## src/ccp_consts.svh

```systemverilog
// constants for the gas sensor command interpreter
`ifndef CCP_CONSTS_SVH
`define CCP_CONSTS_SVH
// ----------------------------------------
// ascii characters
// ----------------------------------------
`define CH_FILT 8'h5a
`define CH_RAW 8'h7a
`define CH_SCALE 8'h2e
`define CH_MODE 8'h4b
`define CH_FSET 8'h41
`define CH_FGET 8'h61
`define CH_SP 8'h20
`define CH_CR 8'h0d
`define CH_LF 8'h0a
`define CH_0 8'h30
`define CH_9 8'h39
// ----------------------------------------
// values
// ----------------------------------------
`define DEC_BASE 17'h0000a
`define ARG_SAT_LIM 17'h03332
`define ARG_SAT 17'h1ffff
`define FILT_MAX 17'h0ffff
`define FILT_MIN 17'h00001
`define FILT_DEF 16'h0010
`define SCALE_NARROW 16'h000a
`define SCALE_WIDE 16'h0064
`define MODE_SLEEP 2'h0
`define MODE_STREAM 2'h1
`define MODE_POLL 2'h2
`define RESP_LEN 4'h9
`define RESP_LAST 4'h8
// ----------------------------------------
// timing
// ----------------------------------------
`define CLK_PERIOD_NS 4
`define STREAM_PERIOD_MS 500
`define NS_PER_MS 1000000
// ----------------------------------------
// register map
// ----------------------------------------
`define REG_CTRL 4'h0
`define REG_STATUS 4'h4
`define REG_FILTER 4'h8
`define CTRL_WIDE_BIT 0
`define AXI_OKAY 2'h0
`define AXI_SLVERR 2'h2
`endif

```

## src/ccp_pkg.sv

```systemverilog
// types for the gas sensor command interpreter
package ccp_pkg;
    typedef enum logic [5:0] {
        ST_CMD = 6'h01,
        ST_SEP = 6'h02,
        ST_ARG = 6'h04,
        ST_LF = 6'h08,
        ST_DROP = 6'h10,
        ST_EXEC = 6'h20
    } ccp_state_t;
    typedef struct packed {
        logic [15:0] filt;
        logic [15:0] raw;
    } ccp_meas_t;
    typedef struct packed {
        logic [7:0] code;
        logic [16:0] arg;
        logic has_arg;
    } ccp_cmd_t;
endpackage

```

## src/ccp_parser.sv

```systemverilog
// command interpreter with reply fifo and axi4-lite register slave
// Summary of operation
// RULE1 - Z CR LF answers Z, space, filtered reading in five digits, CR LF
// RULE2 - z CR LF answers z, space, unfiltered reading in five digits, CR LF
// RULE3 - host multiplies readings by the scale factor to get ppm
// RULE4 - period CR LF answers period, space, scale multiplier five digits
// RULE5 - multiplier is 10 for the 60 percent range, 100 for 100 percent
// RULE6 - host divides concentrations by the scale factor before sending
// RULE7 - K space digit CR LF sets mode, echoed as five digits
// RULE8 - sleep mode makes no measurements and answers without delay
// RULE9 - sleep mode disables measurement reporting and zero-point commands
// RULE10 - sleep mode is not kept across a power cycle
// RULE11 - streaming, mode one, is the factory default
// RULE12 - streaming mode sends unsolicited reports twice per second
// RULE13 - streaming mode defers commands while a measurement is running
// RULE14 - polling mode measures but only answers requests
// RULE15 - power-up resumes the last streaming or polling mode
// RULE16 - A sets the filter value, default 16, echoed as five digits
// RULE17 - a CR LF answers the filter value in five digits
// RULE18 - malformed or unknown input is dropped silently, settings unchanged
`timescale 1ns/100ps
`include "ccp_consts.svh"

// ----------------------------------------
// reply fifo
// ----------------------------------------
module ccp_fifo #(
    parameter int WIDTH = 8,
    parameter int DEPTH = 8
) (
    input wire logic aclk,
    input wire logic aresetn,
    input wire logic in_valid,
    output logic in_ready,
    input wire logic [WIDTH-1:0] in_data,
    output logic out_valid,
    input wire logic out_ready,
    output logic [WIDTH-1:0] out_data
);
    localparam int AW = $clog2(DEPTH);
    logic [WIDTH-1:0] mem_r [DEPTH];
    logic [AW-1:0] wp_r;
    logic [AW-1:0] rp_r;
    logic [AW:0] cnt_r;
    logic wr;
    logic rd;
    assign in_ready = cnt_r != (AW+1)'(DEPTH);
    assign out_valid = cnt_r != '0;
    assign out_data = mem_r[rp_r];
    assign wr = in_valid && in_ready;
    assign rd = out_valid && out_ready;
    always_ff @(posedge aclk) begin
        if (wr) begin
            mem_r[wp_r] <= in_data;
        end
    end
    always_ff @(posedge aclk) begin
        if (!aresetn) begin
            wp_r <= '0;
            rp_r <= '0;
            cnt_r <= '0;
        end else begin
            if (wr) begin
                wp_r <= (wp_r == AW'(DEPTH - 1)) ? '0 : wp_r + 1'b1;
            end
            if (rd) begin
                rp_r <= (rp_r == AW'(DEPTH - 1)) ? '0 : rp_r + 1'b1;
            end
            cnt_r <= cnt_r + (AW+1)'(wr) - (AW+1)'(rd);
        end
    end
endmodule

// ----------------------------------------
// interpreter top
// ----------------------------------------
module ccp_parser #(
    parameter int REPORT_CYCLES =
        `STREAM_PERIOD_MS * `NS_PER_MS / `CLK_PERIOD_NS
) (
    input wire logic aclk,
    input wire logic aresetn,
    input wire logic rx_valid,
    output logic rx_ready,
    input wire logic [7:0] rx_data,
    output logic tx_valid,
    input wire logic tx_ready,
    output logic [7:0] tx_data,
    input wire ccp_pkg::ccp_meas_t meas,
    input wire logic meas_busy,
    output logic meas_en,
    input wire logic saved_poll,
    output logic save_poll,
    input wire logic [31:0] s_axi_awaddr,
    input wire logic s_axi_awvalid,
    output logic s_axi_awready,
    input wire logic [31:0] s_axi_wdata,
    input wire logic [3:0] s_axi_wstrb,
    input wire logic s_axi_wvalid,
    output logic s_axi_wready,
    output logic [1:0] s_axi_bresp,
    output logic s_axi_bvalid,
    input wire logic s_axi_bready,
    input wire logic [31:0] s_axi_araddr,
    input wire logic s_axi_arvalid,
    output logic s_axi_arready,
    output logic [31:0] s_axi_rdata,
    output logic [1:0] s_axi_rresp,
    output logic s_axi_rvalid,
    input wire logic s_axi_rready
);
    ccp_pkg::ccp_state_t state_r;
    ccp_pkg::ccp_cmd_t cmd_r;
    logic [1:0] mode_r;
    logic [15:0] filter_r;
    logic wide_r;
    logic first_r;
    logic save_poll_r;
    logic [7:0] buf_r [`RESP_LEN];
    logic [3:0] idx_r;
    logic busy_r;
    logic pend_r;
    logic [31:0] tick_r;
    logic rx_fire;
    logic is_digit;
    logic needs_arg;
    logic known;
    logic defer;
    logic go;
    logic cmd_ok;
    logic stream_start;
    logic fifo_ready;
    logic [15:0] resp_val;
    logic [16:0] arg_nxt;

    // ----------------------------------------
    // helpers
    // ----------------------------------------
    function automatic logic [7:0] dec_char(input logic [15:0] v,
                                            input logic [2:0] pos);
        logic [16:0] q;
        q = {1'b0, v};
        for (int i = 0; i < 5; i++) begin
            if (3'(i) < pos) begin
                q = q / `DEC_BASE;
            end
        end
        return 8'(q % `DEC_BASE) + `CH_0;
    endfunction

    assign rx_ready = state_r != ccp_pkg::ST_EXEC;
    assign rx_fire = rx_valid && rx_ready;
    assign is_digit = rx_data >= `CH_0 && rx_data <= `CH_9;
    assign needs_arg = rx_data == `CH_MODE || rx_data == `CH_FSET;
    assign known = needs_arg || rx_data == `CH_FILT ||
        rx_data == `CH_RAW || rx_data == `CH_SCALE || rx_data == `CH_FGET;
    assign arg_nxt = (cmd_r.arg > `ARG_SAT_LIM) ? `ARG_SAT :
        17'(cmd_r.arg * `DEC_BASE + 17'(rx_data - `CH_0));
    // polling or sleep answers at once; streaming waits for the chain
    assign defer = mode_r == `MODE_STREAM && meas_busy; // [RULE13] [RULE8]
    assign go = state_r == ccp_pkg::ST_EXEC && !busy_r && !defer;
    assign meas_en = mode_r != `MODE_SLEEP; // [RULE8] [RULE14]
    assign save_poll = save_poll_r;

    always_comb begin
        cmd_ok = 1'b0;
        resp_val = '0;
        unique case (cmd_r.code)
            `CH_FILT: begin
                cmd_ok = mode_r != `MODE_SLEEP; // [RULE1] [RULE9]
                resp_val = meas.filt;
            end
            `CH_RAW: begin
                cmd_ok = mode_r != `MODE_SLEEP; // [RULE2] [RULE9]
                resp_val = meas.raw;
            end
            `CH_SCALE: begin
                cmd_ok = 1'b1; // [RULE4]
                resp_val = wide_r ? `SCALE_WIDE : `SCALE_NARROW; // [RULE5]
            end
            `CH_MODE: begin
                cmd_ok = cmd_r.arg <= 17'(`MODE_POLL); // [RULE7] [RULE18]
                resp_val = 16'(cmd_r.arg);
            end
            `CH_FSET: begin
                cmd_ok = cmd_r.arg >= `FILT_MIN &&
                    cmd_r.arg <= `FILT_MAX; // [RULE16] [RULE18]
                resp_val = 16'(cmd_r.arg);
            end
            `CH_FGET: begin
                cmd_ok = 1'b1; // [RULE17]
                resp_val = filter_r;
            end
            default: begin
                cmd_ok = 1'b0;
                resp_val = '0;
            end
        endcase
    end

    // ----------------------------------------
    // character parser
    // ----------------------------------------
    always_ff @(posedge aclk) begin
        if (!aresetn) begin
            state_r <= ccp_pkg::ST_CMD;
            cmd_r <= '0;
        end else begin
            unique case (state_r)
                ccp_pkg::ST_CMD: begin
                    if (rx_fire) begin
                        cmd_r.code <= rx_data;
                        cmd_r.arg <= '0;
                        cmd_r.has_arg <= 1'b0;
                        if (rx_data == `CH_LF) begin
                            state_r <= ccp_pkg::ST_CMD;
                        end else if (known) begin
                            state_r <= ccp_pkg::ST_SEP;
                        end else begin
                            state_r <= ccp_pkg::ST_DROP; // [RULE18]
                        end
                    end
                end
                ccp_pkg::ST_SEP: begin
                    if (rx_fire) begin
                        if (rx_data == `CH_SP && needs_arg_of(cmd_r.code)) begin
                            state_r <= ccp_pkg::ST_ARG;
                        end else if (rx_data == `CH_CR &&
                                     !needs_arg_of(cmd_r.code)) begin
                            state_r <= ccp_pkg::ST_LF;
                        end else begin
                            state_r <= rx_data == `CH_LF ?
                                ccp_pkg::ST_CMD : ccp_pkg::ST_DROP;
                        end
                    end
                end
                ccp_pkg::ST_ARG: begin
                    if (rx_fire) begin
                        if (is_digit) begin
                            cmd_r.arg <= arg_nxt;
                            cmd_r.has_arg <= 1'b1;
                        end else if (rx_data == `CH_CR && cmd_r.has_arg) begin
                            state_r <= ccp_pkg::ST_LF;
                        end else begin
                            state_r <= rx_data == `CH_LF ?
                                ccp_pkg::ST_CMD : ccp_pkg::ST_DROP;
                        end
                    end
                end
                ccp_pkg::ST_LF: begin
                    if (rx_fire) begin
                        state_r <= rx_data == `CH_LF ?
                            ccp_pkg::ST_EXEC : ccp_pkg::ST_DROP;
                    end
                end
                ccp_pkg::ST_DROP: begin
                    // resync on the next line feed
                    if (rx_fire && rx_data == `CH_LF) begin
                        state_r <= ccp_pkg::ST_CMD; // [RULE18]
                    end
                end
                ccp_pkg::ST_EXEC: begin
                    if (go) begin
                        state_r <= ccp_pkg::ST_CMD;
                    end
                end
                default: begin
                    state_r <= ccp_pkg::ST_CMD;
                end
            endcase
        end
    end

    function automatic logic needs_arg_of(input logic [7:0] c);
        return c == `CH_MODE || c == `CH_FSET;
    endfunction

    // ----------------------------------------
    // settings
    // ----------------------------------------
    always_ff @(posedge aclk) begin
        if (!aresetn) begin
            mode_r <= `MODE_STREAM; // [RULE11] [RULE10]
            first_r <= 1'b1;
            save_poll_r <= 1'b0;
        end else begin
            first_r <= 1'b0;
            if (first_r) begin
                // strap caught after release, never sleep
                mode_r <= saved_poll ? `MODE_POLL : `MODE_STREAM; // [RULE15]
                save_poll_r <= saved_poll;
            end else if (go && cmd_ok && cmd_r.code == `CH_MODE) begin
                mode_r <= 2'(cmd_r.arg); // [RULE7]
                if (cmd_r.arg != 17'(`MODE_SLEEP)) begin
                    save_poll_r <= cmd_r.arg == 17'(`MODE_POLL); // [RULE15]
                end
            end
        end
    end

    always_ff @(posedge aclk) begin
        if (!aresetn) begin
            filter_r <= `FILT_DEF;
        end else if (go && cmd_ok && cmd_r.code == `CH_FSET) begin
            filter_r <= 16'(cmd_r.arg); // [RULE16]
        end
    end

    // ----------------------------------------
    // streaming report timer
    // ----------------------------------------
    assign stream_start = pend_r && !busy_r &&
        state_r != ccp_pkg::ST_EXEC && mode_r == `MODE_STREAM; // [RULE14]
    always_ff @(posedge aclk) begin
        if (!aresetn) begin
            tick_r <= '0;
            pend_r <= 1'b0;
        end else begin
            if (mode_r != `MODE_STREAM) begin
                tick_r <= '0;
                pend_r <= 1'b0;
            end else if (tick_r == 32'(REPORT_CYCLES - 1)) begin
                tick_r <= '0;
                pend_r <= 1'b1; // [RULE12]
            end else begin
                tick_r <= tick_r + 32'h1;
                pend_r <= pend_r && !stream_start;
            end
        end
    end

    // ----------------------------------------
    // reply emitter, stalls on a full fifo
    // ----------------------------------------
    always_ff @(posedge aclk) begin
        if (!aresetn) begin
            busy_r <= 1'b0;
            idx_r <= '0;
            for (int i = 0; i < `RESP_LEN; i++) begin
                buf_r[i] <= '0;
            end
        end else if (go && cmd_ok || stream_start) begin
            busy_r <= 1'b1;
            idx_r <= '0;
            buf_r[0] <= stream_start ? `CH_FILT : cmd_r.code;
            buf_r[1] <= `CH_SP;
            for (int i = 0; i < 5; i++) begin
                buf_r[2 + i] <= dec_char(stream_start ? meas.filt : resp_val,
                                         3'(4 - i));
            end
            buf_r[7] <= `CH_CR;
            buf_r[8] <= `CH_LF;
        end else if (busy_r && fifo_ready) begin
            idx_r <= idx_r + 4'h1;
            busy_r <= idx_r != `RESP_LAST;
        end
    end

    ccp_fifo #(
        .WIDTH(8),
        .DEPTH(8)
    ) u_fifo (
        .aclk(aclk),
        .aresetn(aresetn),
        .in_valid(busy_r),
        .in_ready(fifo_ready),
        .in_data(buf_r[idx_r]),
        .out_valid(tx_valid),
        .out_ready(tx_ready),
        .out_data(tx_data)
    );

    // ----------------------------------------
    // axi4-lite slave
    // ----------------------------------------
    logic aw_got_r;
    logic w_got_r;
    logic [3:0] awa_r;
    logic aw_bad_r;
    logic [31:0] wd_r;
    logic [3:0] ws_r;
    always_ff @(posedge aclk) begin
        if (!aresetn) begin
            aw_got_r <= 1'b0;
            w_got_r <= 1'b0;
            awa_r <= '0;
            aw_bad_r <= 1'b0;
            wd_r <= '0;
            ws_r <= '0;
            s_axi_bvalid <= 1'b0;
            s_axi_bresp <= `AXI_OKAY;
            wide_r <= 1'b0;
        end else begin
            if (s_axi_awvalid && s_axi_awready) begin
                aw_got_r <= 1'b1;
                awa_r <= s_axi_awaddr[3:0];
                aw_bad_r <= s_axi_awaddr[31:4] != '0;
            end
            if (s_axi_wvalid && s_axi_wready) begin
                w_got_r <= 1'b1;
                wd_r <= s_axi_wdata;
                ws_r <= s_axi_wstrb;
            end
            if (aw_got_r && w_got_r && !s_axi_bvalid) begin
                aw_got_r <= 1'b0;
                w_got_r <= 1'b0;
                s_axi_bvalid <= 1'b1;
                if (!aw_bad_r && awa_r == `REG_CTRL) begin
                    s_axi_bresp <= `AXI_OKAY;
                    if (ws_r[0]) begin
                        wide_r <= wd_r[`CTRL_WIDE_BIT]; // [RULE5]
                    end
                end else begin
                    s_axi_bresp <= (!aw_bad_r && (awa_r == `REG_STATUS ||
                        awa_r == `REG_FILTER)) ? `AXI_OKAY : `AXI_SLVERR;
                end
            end else if (s_axi_bvalid && s_axi_bready) begin
                s_axi_bvalid <= 1'b0;
            end
        end
    end
    assign s_axi_awready = !aw_got_r && !s_axi_bvalid;
    assign s_axi_wready = !w_got_r && !s_axi_bvalid;

    assign s_axi_arready = !s_axi_rvalid;
    always_ff @(posedge aclk) begin
        if (!aresetn) begin
            s_axi_rvalid <= 1'b0;
            s_axi_rdata <= '0;
            s_axi_rresp <= `AXI_OKAY;
        end else if (s_axi_arvalid && s_axi_arready) begin
            s_axi_rvalid <= 1'b1;
            s_axi_rresp <= `AXI_OKAY;
            s_axi_rdata <= '0;
            if (s_axi_araddr[31:4] != '0) begin
                s_axi_rresp <= `AXI_SLVERR;
            end else if (s_axi_araddr[3:0] == `REG_CTRL) begin
                s_axi_rdata <= {31'h0, wide_r};
            end else if (s_axi_araddr[3:0] == `REG_STATUS) begin
                s_axi_rdata <= {26'h0, state_r == ccp_pkg::ST_EXEC,
                    busy_r, pend_r, save_poll_r, mode_r};
            end else if (s_axi_araddr[3:0] == `REG_FILTER) begin
                s_axi_rdata <= {16'h0, filter_r};
            end else begin
                s_axi_rresp <= `AXI_SLVERR;
            end
        end else if (s_axi_rvalid && s_axi_rready) begin
            s_axi_rvalid <= 1'b0;
        end
    end

    // ----------------------------------------
    // assertions
    // ----------------------------------------
    property p_filt_reply;
        @(posedge aclk) disable iff (!aresetn)
        go && cmd_ok && cmd_r.code == `CH_FILT |=>
            buf_r[0] == `CH_FILT && buf_r[1] == `CH_SP &&
            buf_r[6] == dec_char($past(meas.filt), 3'h0) &&
            buf_r[8] == `CH_LF;
    endproperty
    a_filt_reply: assert property (p_filt_reply) // [RULE1]
        else $error("filtered reply malformed");
    property p_raw_reply;
        @(posedge aclk) disable iff (!aresetn)
        go && cmd_ok && cmd_r.code == `CH_RAW |=>
            buf_r[0] == `CH_RAW && buf_r[7] == `CH_CR;
    endproperty
    a_raw_reply: assert property (p_raw_reply) // [RULE2]
        else $error("unfiltered reply malformed");
    property p_scale;
        @(posedge aclk) disable iff (!aresetn)
        go && cmd_r.code == `CH_SCALE |=>
            buf_r[0] == `CH_SCALE && buf_r[5] == ($past(wide_r) ?
            `CH_0 : `CH_0 + 8'h1) && buf_r[6] == `CH_0;
    endproperty
    a_scale: assert property (p_scale) // [RULE4]
        else $error("scale reply wrong");
    property p_mode_set;
        @(posedge aclk) disable iff (!aresetn)
        go && cmd_ok && cmd_r.code == `CH_MODE |=>
            mode_r == 2'($past(cmd_r.arg)) ##1 busy_r;
    endproperty
    a_mode_set: assert property (p_mode_set) // [RULE7]
        else $error("mode not applied");
    property p_sleep_block;
        @(posedge aclk) disable iff (!aresetn)
        state_r == ccp_pkg::ST_EXEC && mode_r == `MODE_SLEEP &&
            cmd_r.code == `CH_FILT && !busy_r |=> !busy_r;
    endproperty
    a_sleep_block: assert property (p_sleep_block) // [RULE9]
        else $error("reading reported in sleep");
    property p_sleep_fast;
        @(posedge aclk) disable iff (!aresetn)
        state_r == ccp_pkg::ST_EXEC && mode_r != `MODE_STREAM &&
            !busy_r |=> state_r == ccp_pkg::ST_CMD;
    endproperty
    a_sleep_fast: assert property (p_sleep_fast) // [RULE8]
        else $error("command delayed outside streaming");
    property p_defer;
        @(posedge aclk) disable iff (!aresetn)
        state_r == ccp_pkg::ST_EXEC && defer |=>
            state_r == ccp_pkg::ST_EXEC && !rx_ready;
    endproperty
    a_defer: assert property (p_defer) // [RULE13]
        else $error("command run during measurement");
    property p_poll_quiet;
        @(posedge aclk) disable iff (!aresetn)
        mode_r == `MODE_POLL && !busy_r &&
            state_r != ccp_pkg::ST_EXEC |=> !busy_r;
    endproperty
    a_poll_quiet: assert property (p_poll_quiet) // [RULE14]
        else $error("unsolicited output in polling");
    property p_power_mode;
        @(posedge aclk) disable iff (!aresetn)
        aresetn && first_r |=> mode_r ==
            ($past(saved_poll) ? `MODE_POLL : `MODE_STREAM);
    endproperty
    a_power_mode: assert property (p_power_mode) // [RULE15]
        else $error("power-up mode wrong");
    property p_filter_set;
        @(posedge aclk) disable iff (!aresetn)
        go && cmd_ok && cmd_r.code == `CH_FSET |=>
            filter_r == 16'($past(cmd_r.arg));
    endproperty
    a_filter_set: assert property (p_filter_set) // [RULE16]
        else $error("filter not stored");
    property p_drop;
        @(posedge aclk) disable iff (!aresetn)
        state_r == ccp_pkg::ST_DROP |=> state_r != ccp_pkg::ST_EXEC;
    endproperty
    a_drop: assert property (p_drop) // [RULE18]
        else $error("bad line executed");
    c_stream: cover property (@(posedge aclk) disable iff (!aresetn)
        stream_start);
    c_filt: cover property (@(posedge aclk) disable iff (!aresetn)
        go && cmd_ok && cmd_r.code == `CH_FILT);
    c_defer: cover property (@(posedge aclk) disable iff (!aresetn)
        state_r == ccp_pkg::ST_EXEC && defer ##1 go);
endmodule

```

## config.mk

```make
export PLATFORM = sky130hd
export DESIGN_NAME = ccp_parser
export DESIGN_NICKNAME = d
export VERILOG_FILES = /design/src/ccp_pkg.sv /design/src/ccp_parser.sv
export VERILOG_INCLUDE_DIRS = /design/src
export SDC_FILE = /design/constraint.sdc
export NUM_CORES = 1
export LEC_CHECK = 0
export BUFFER_PORTS_ARGS = -buffer_cell sky130_fd_sc_hd__buf_2
export CAP_MARGIN = 5
export CORE_MARGIN = 1.5
export CORE_UTILIZATION = 55
export DETAILED_ROUTE_END_ITERATION = 6
export GPL_TIMING_DRIVEN = 0
export PLACE_DENSITY = 0.81
export SLEW_MARGIN = 30
export SYNTH_ARGS = -nofsm -noshare
export SYNTH_HDL_FRONTEND = slang
export SYNTH_SLANG_ARGS = --single-unit
```

## constraint.sdc

```tcl
create_clock -name aclk -period 26.7 [get_ports aclk]
set_clock_uncertainty 0.2 [all_clocks]
set_input_delay 2.67 -clock aclk [delete_from_list [all_inputs] [get_ports aclk]]
set_output_delay 2.67 -clock aclk [all_outputs]
set_load 0.01 [all_outputs]
```

Word level (Yosys, flattened, before mapping)
Memory sizes are Yosys's and may differ from the RTL's. A register that Yosys moved wholly into a read port is not among the register bits.
Cells that the tools add are included.
{ "totals": {"in_bits": 151, "regBits": 148, "output_inout_bits": 53, "mem_count": 2, "ramBits": 136, "wordCells": 259} }
{ "memory_table": {"columns": ["memory", "depth", "word_bits", "rd", "rd_clocked_by_memory_dff", "write_ports", "line", "rtl"], "rows": [
  ["buf_r", 9, 8, 1, 1, 9, "ccp_parser.sv:119", "logic [7:0] buf_r [`RESP_LEN];"],
  ["u_fifo.mem_r", 8, 8, 1, 1, 1, "ccp_parser.sv:41", "logic [WIDTH-1:0] mem_r [DEPTH];"]
]} }
{ "classes": {"n_lt_le_gt_ge": 6, "n_mul": 1, "n_bitwise": 10, "n_reduce_logical": 72, "n_eq_ne": 42, "mux": 77, "n_addsub": 13, "div_mod_pow": 9} }
{ "ops": {"columns": ["cell", "n"], "rows": [
  ["$mux 17", 9],
  ["$eq 8x7->1 const B", 10],
  ["$mux 16", 5],
  ["$mux 8", 10],
  ["$pmux 16 s5", 1],
  ["$mod 17x4->17 const B", 4],
  ["$reduce_bool 28->1", 2],
  ["$mux 18", 3],
  ["$div 17x4->17 const B", 3],
  ["$mux 6", 8],
  ["$add 8x6->8 const B", 5],
  ["$pmux 18 s2", 1],
  ["$pmux 6 s6", 1],
  ["$add 32x1->32 const B", 1],
  ["$eq 32x27->1 const B", 1],
  ["$logic_and 1x1->1", 30],
  ["$mux 5", 6],
  ["$eq 8x6->1 const B", 3],
  ["$mux 2", 9],
  ["$add 17x17->17", 1],
  ["$div 16x4->17 const B", 1],
  ["$eq 17x2->1 const B", 1],
  ["$ge 17x1->1 const B", 1],
  ["$gt 17x14->1 const B", 1],
  ["other kinds (45)", 113]
]} }

Logic depth before layout (Yosys ltp)
{ "depth": {"word_depth": 20, "depth_mapped": 57, "ltp_nobuf": 49} }

Modules after synthesis
From an unflattened synthesis, not the netlist that was laid out.
{ "hier_totals": {"cells_unflattened": 2053, "area_unflattened_um2": 18073.6} }
{ "by_module_without_submodules": {"columns": ["mod", "seq_area_each_um2", "n_inst", "area_per_inst_um2", "cells_each"], "rows": [
  ["ccp_parser", 3953.8, 1, 14903.0, 1883],
  ["ccp_fifo", 2182.1, 1, 3170.5, 170]
]} }

Least setup slack after synthesis
Ideal clock, no wire load.
{ "synth_path": {"path_type": "input to register", "startpoint": "input port meas[13] (netlist bit)", "endpoint": "memory buf_r[3][6], data pin", "cell_stages": 49, "setup_ns": 0.147, "arrival_time_ns": 12.397, "n_path_buf": 3, "required_time_ns": 26.353, "setup_slack_ns": 13.956, "cell_sequence": "mux2i_1 -> nor3_1 -> o41ai_4 -> o21ai_2 -> a2111oi_2 -> or2_2 -> nor3_2 -> or4_4 -> a31o_4 -> o21a_1 -> buf_2 -> xnor2_1 -> a2111oi_2 -> and2_1 -> buf_2 -> buf_2 -> o31ai_1 -> a32o_2 -> (+13 left out) -> o31ai_1 -> inv_1 -> ha_1 -> nor2_1 -> o21ai_1 -> a21oi_2 -> xnor2_1 -> inv_1 -> ha_1 -> nor2_1 -> o22ai_2 -> nor4_2 -> nor2_2 -> a21oi_1 -> ha_1 -> xnor2_1 -> or4_1 -> a21oi_1"} }
{ "synth_lines": {"columns": ["item", "line", "rtl"], "rows": [
  ["start, declared", "ccp_parser.sv:89", "input wire ccp_pkg::ccp_meas_t meas,"],
  ["end, declared", "ccp_parser.sv:119", null]
]} }

==> metrics.yaml <==
outcome:
  status: "completed"
clock_network:
  cts_tree: "yes"
  cts_max_path_buffers: 3
  clock-sinks: 250
  cts_resized: 0
  insertion_delay_ns: 0.54
  cts_hold_buffers: 0
  cts_buffers: 25
  cts_root_buf: "clkbuf_16"
  cts_setup_buffers: 0
  htree_levels: 1
  path_clk_slew_ns: 0.06
grt:
  first_global_vias: 16600
  track_usage: 0.294
  antenna_found_initial: 1
  grt_pass1_wl_um: 82000
  grt_overflow_total: 0
  grt_start_max_net_pins: 55
die:
  initial_core_util: 0.560
  io_pins: 204
  die_w_um: 185
  rows: 66
  fp.dieArea_um2: 34300
  core_area_um2: 32600
  fp.dieH_um: 185
placement:
  port_buffers: 149
  place_inst: 2683
  gp_congestion: 0.970
  place_area_um2: 19700
  hpwl_um: 39100
worst_setup_path:
  arrival_ns: 14.57
  critPathLaunchType: "primary input"
  cp-end-kind: "register"
  path_class: "in2reg"
  crit_top_cell: "ha_1"
  required_ns: 26.88
  max_stage_delay_ns: 0.77
  cp_slowest_cell: "nor4_2"
  crit_fanout: 10
  worstRegToRegCells: 49
yosys:
  synth-edff-count: 113
  synth_cell_types: 122
  synth-main-ff-cell: "dfxtp_1"
  ys_async_sr_fraction: 0
  yosys_register_bits: 250
  yosysSeqAreaShare: 0.336
  yosysWarnings: 0
  syn_avg_cell_area_um2: 8.82
  syn_inst: 2072
  synth_area_um2: 18300
cells_and_area:
  layout_common_cells: "250 x nor2_1, 176 x nand2_1, 168 x buf_2"
  fin_nets: 2505
  area_delta_synth_final_pct: 12.0
  stdcell_count: 2727
  postLayoutCellArea_um2: 20500
  fillCellCount: 2741
  diodes: 0
  final_common_cell: "nor2_1"
  drive_gt1_frac: 0.164
worst_hold_path:
  whs_path_depth: 1
  hold_class: "reg2reg"
timing:
  timing_hold_violations_final: 0
  final.setup.tns_ns: 0
  final-setup-viol-count: 0
  slew-limit-headroom: 0.381
  drv_slew: 0
  timing.final.crit_share: 0.539
  period_needed_ns: 14.38
  rsz0062_at_grt: "no"
  worst_pin_slew_ns: 0.928
  holdWs_ns: 0.256
  fmax_ghz: 0.0695
routing:
  routed_wl_um: 51000
  wl_per_cell_um: 18.7
  drc: 0
  drtAntennaViolNets: 0
  viasPerCell: 6.27
  via_count: 17100
  drtIter0Drc: 1604
  first_pass_iters: 7
pwr:
  vdd_drop_max_uv: 44.0
  p_per_area_nw_per_um2: 44.8
  p_leak_nw: 7.71
  total_power_mw: 0.917
flow_run:
  maxCapViolCount: 0
==> path summary, 6_finish.rpt <==
| kind | start | endpoint | slack [ns] |
|---|---|---|---|
| worst max-delay path | meas[29] | buf_r[3][6] | 12.32 |
| worst min-delay path | tick_r[0] | tick_r[0] | 0.26 |
| worst max register to register | cmd_r[22] | buf_r[3][6] | 13.35 |
| worst min register to register | tick_r[0] | tick_r[0] | 0.26 |
==> stage by stage <==
| stage | setup WS [ns] | util |
|---|---|---|
| final | 12.32 | 0.627 |
| after detailed placement | 11.99 | 0.603 |
| after CTS | 12.47 | 0.627 |
| after global placement | 12.31 | 0.602 |
| after floorplan | 13.96 | - |
| after global routing | 11.33 | 0.627 |
==> logic make-up after synthesis <==
kind of cell	synth area share
AND/OR/NAND/NOR	0.214
adder cells (fa/ha/maj)	0.0612
multiplexers	0.0662
other	0.000411
XOR/XNOR	0.0482
buffers and inverters	0.0495
flip-flops	0.336
AO/OA/AOI/OAI	0.224
==> where the power goes <==
group	switching [mW]	internal (mW)	leakage, nW
sequential	0.0131	0.412	2.19
combinational	0.0908	0.0657	5.16
clock	0.150	0.186	0.359
==> critical path: cells and delay by family <==
kind                     cells  cell delay, ns
buffers and inverters        4            0.49
AND/OR/NAND/NOR             17            4.14
XOR/XNOR                     3            0.70
adder cells (fa/ha/maj)      5            1.14
AO/OA/AOI/OAI               18            5.16
multiplexers                 2            0.24
==> area by class of cell <==
cell class / count / area [um2] / share of cell area
Multi-Input combinational cell: 1644 / 11300 / 0.555
Sequential cell: 250 / 6140 / 0.300
Timing Repair Buffer: 150 / 751 / 0.0367
Clock buffer: 32 / 662 / 0.0324
Buffer: 119 / 609 / 0.0298
Tap cell: 442 / 553 / 0.0270
Inverter: 78 / 295 / 0.0144
Clock inverter: 12 / 104 / 0.00508
==> registers in the layout, indices dropped and copies added, names as in the netlist, 2 cells and up, named ones only <==
register and cells:
u_fifo.mem_r 64, buf_r 49, tick_r 32, cmd_r 26, filter_r 16, s_axi_rdata 16, state_r 6, awa_r 4
idx_r 4, u_fifo.cnt_r 4, u_fifo.rp_r 3, u_fifo.wp_r 3, mode_r 2
==> routing by layer <==
layer | up-vias | part of all wire | global-route usage
li1 | 8094 | - | -
met1 | 8097 | 0.41 | 0.367
met2 | 747 | 0.47 | 0.509
met3 | 163 | 0.074 | 0.0431
met4 | 2 | 0.040 | 0.117
met5 | - | 0.00025 | 0
==> cell usage after synthesis (all sizes together), types with 13 or more instances <==
master / count / share of area
clkbuf: 57 / 0.012
nand3: 69 / 0.020
a21oi: 126 / 0.036
a211oi: 37 / 0.016
mux4: 17 / 0.021
nand4: 27 / 0.0092
nand2: 177 / 0.036
mux2i: 63 / 0.037
and3: 23 / 0.0079
nand2b: 24 / 0.0082
o21a: 16 / 0.0066
a22oi: 29 / 0.012
nor4: 34 / 0.012
mux2: 14 / 0.0086
or2: 14 / 0.0048
a31oi: 19 / 0.0079
o21ai: 97 / 0.028
buf: 62 / 0.022
o2111ai: 13 / 0.0066
nor2b: 13 / 0.0045
inv: 76 / 0.016
edfxtp: 113 / 0.19
nor2: 255 / 0.054
nor3: 79 / 0.024
a221oi: 26 / 0.014
dfxtp: 137 / 0.15
o211ai: 30 / 0.013
ha: 83 / 0.057
xnor2: 58 / 0.029
xor2: 40 / 0.019
a21o: 16 / 0.0066
o31ai: 22 / 0.012
and2: 23 / 0.0079
(Power assumes the default switching activity.)
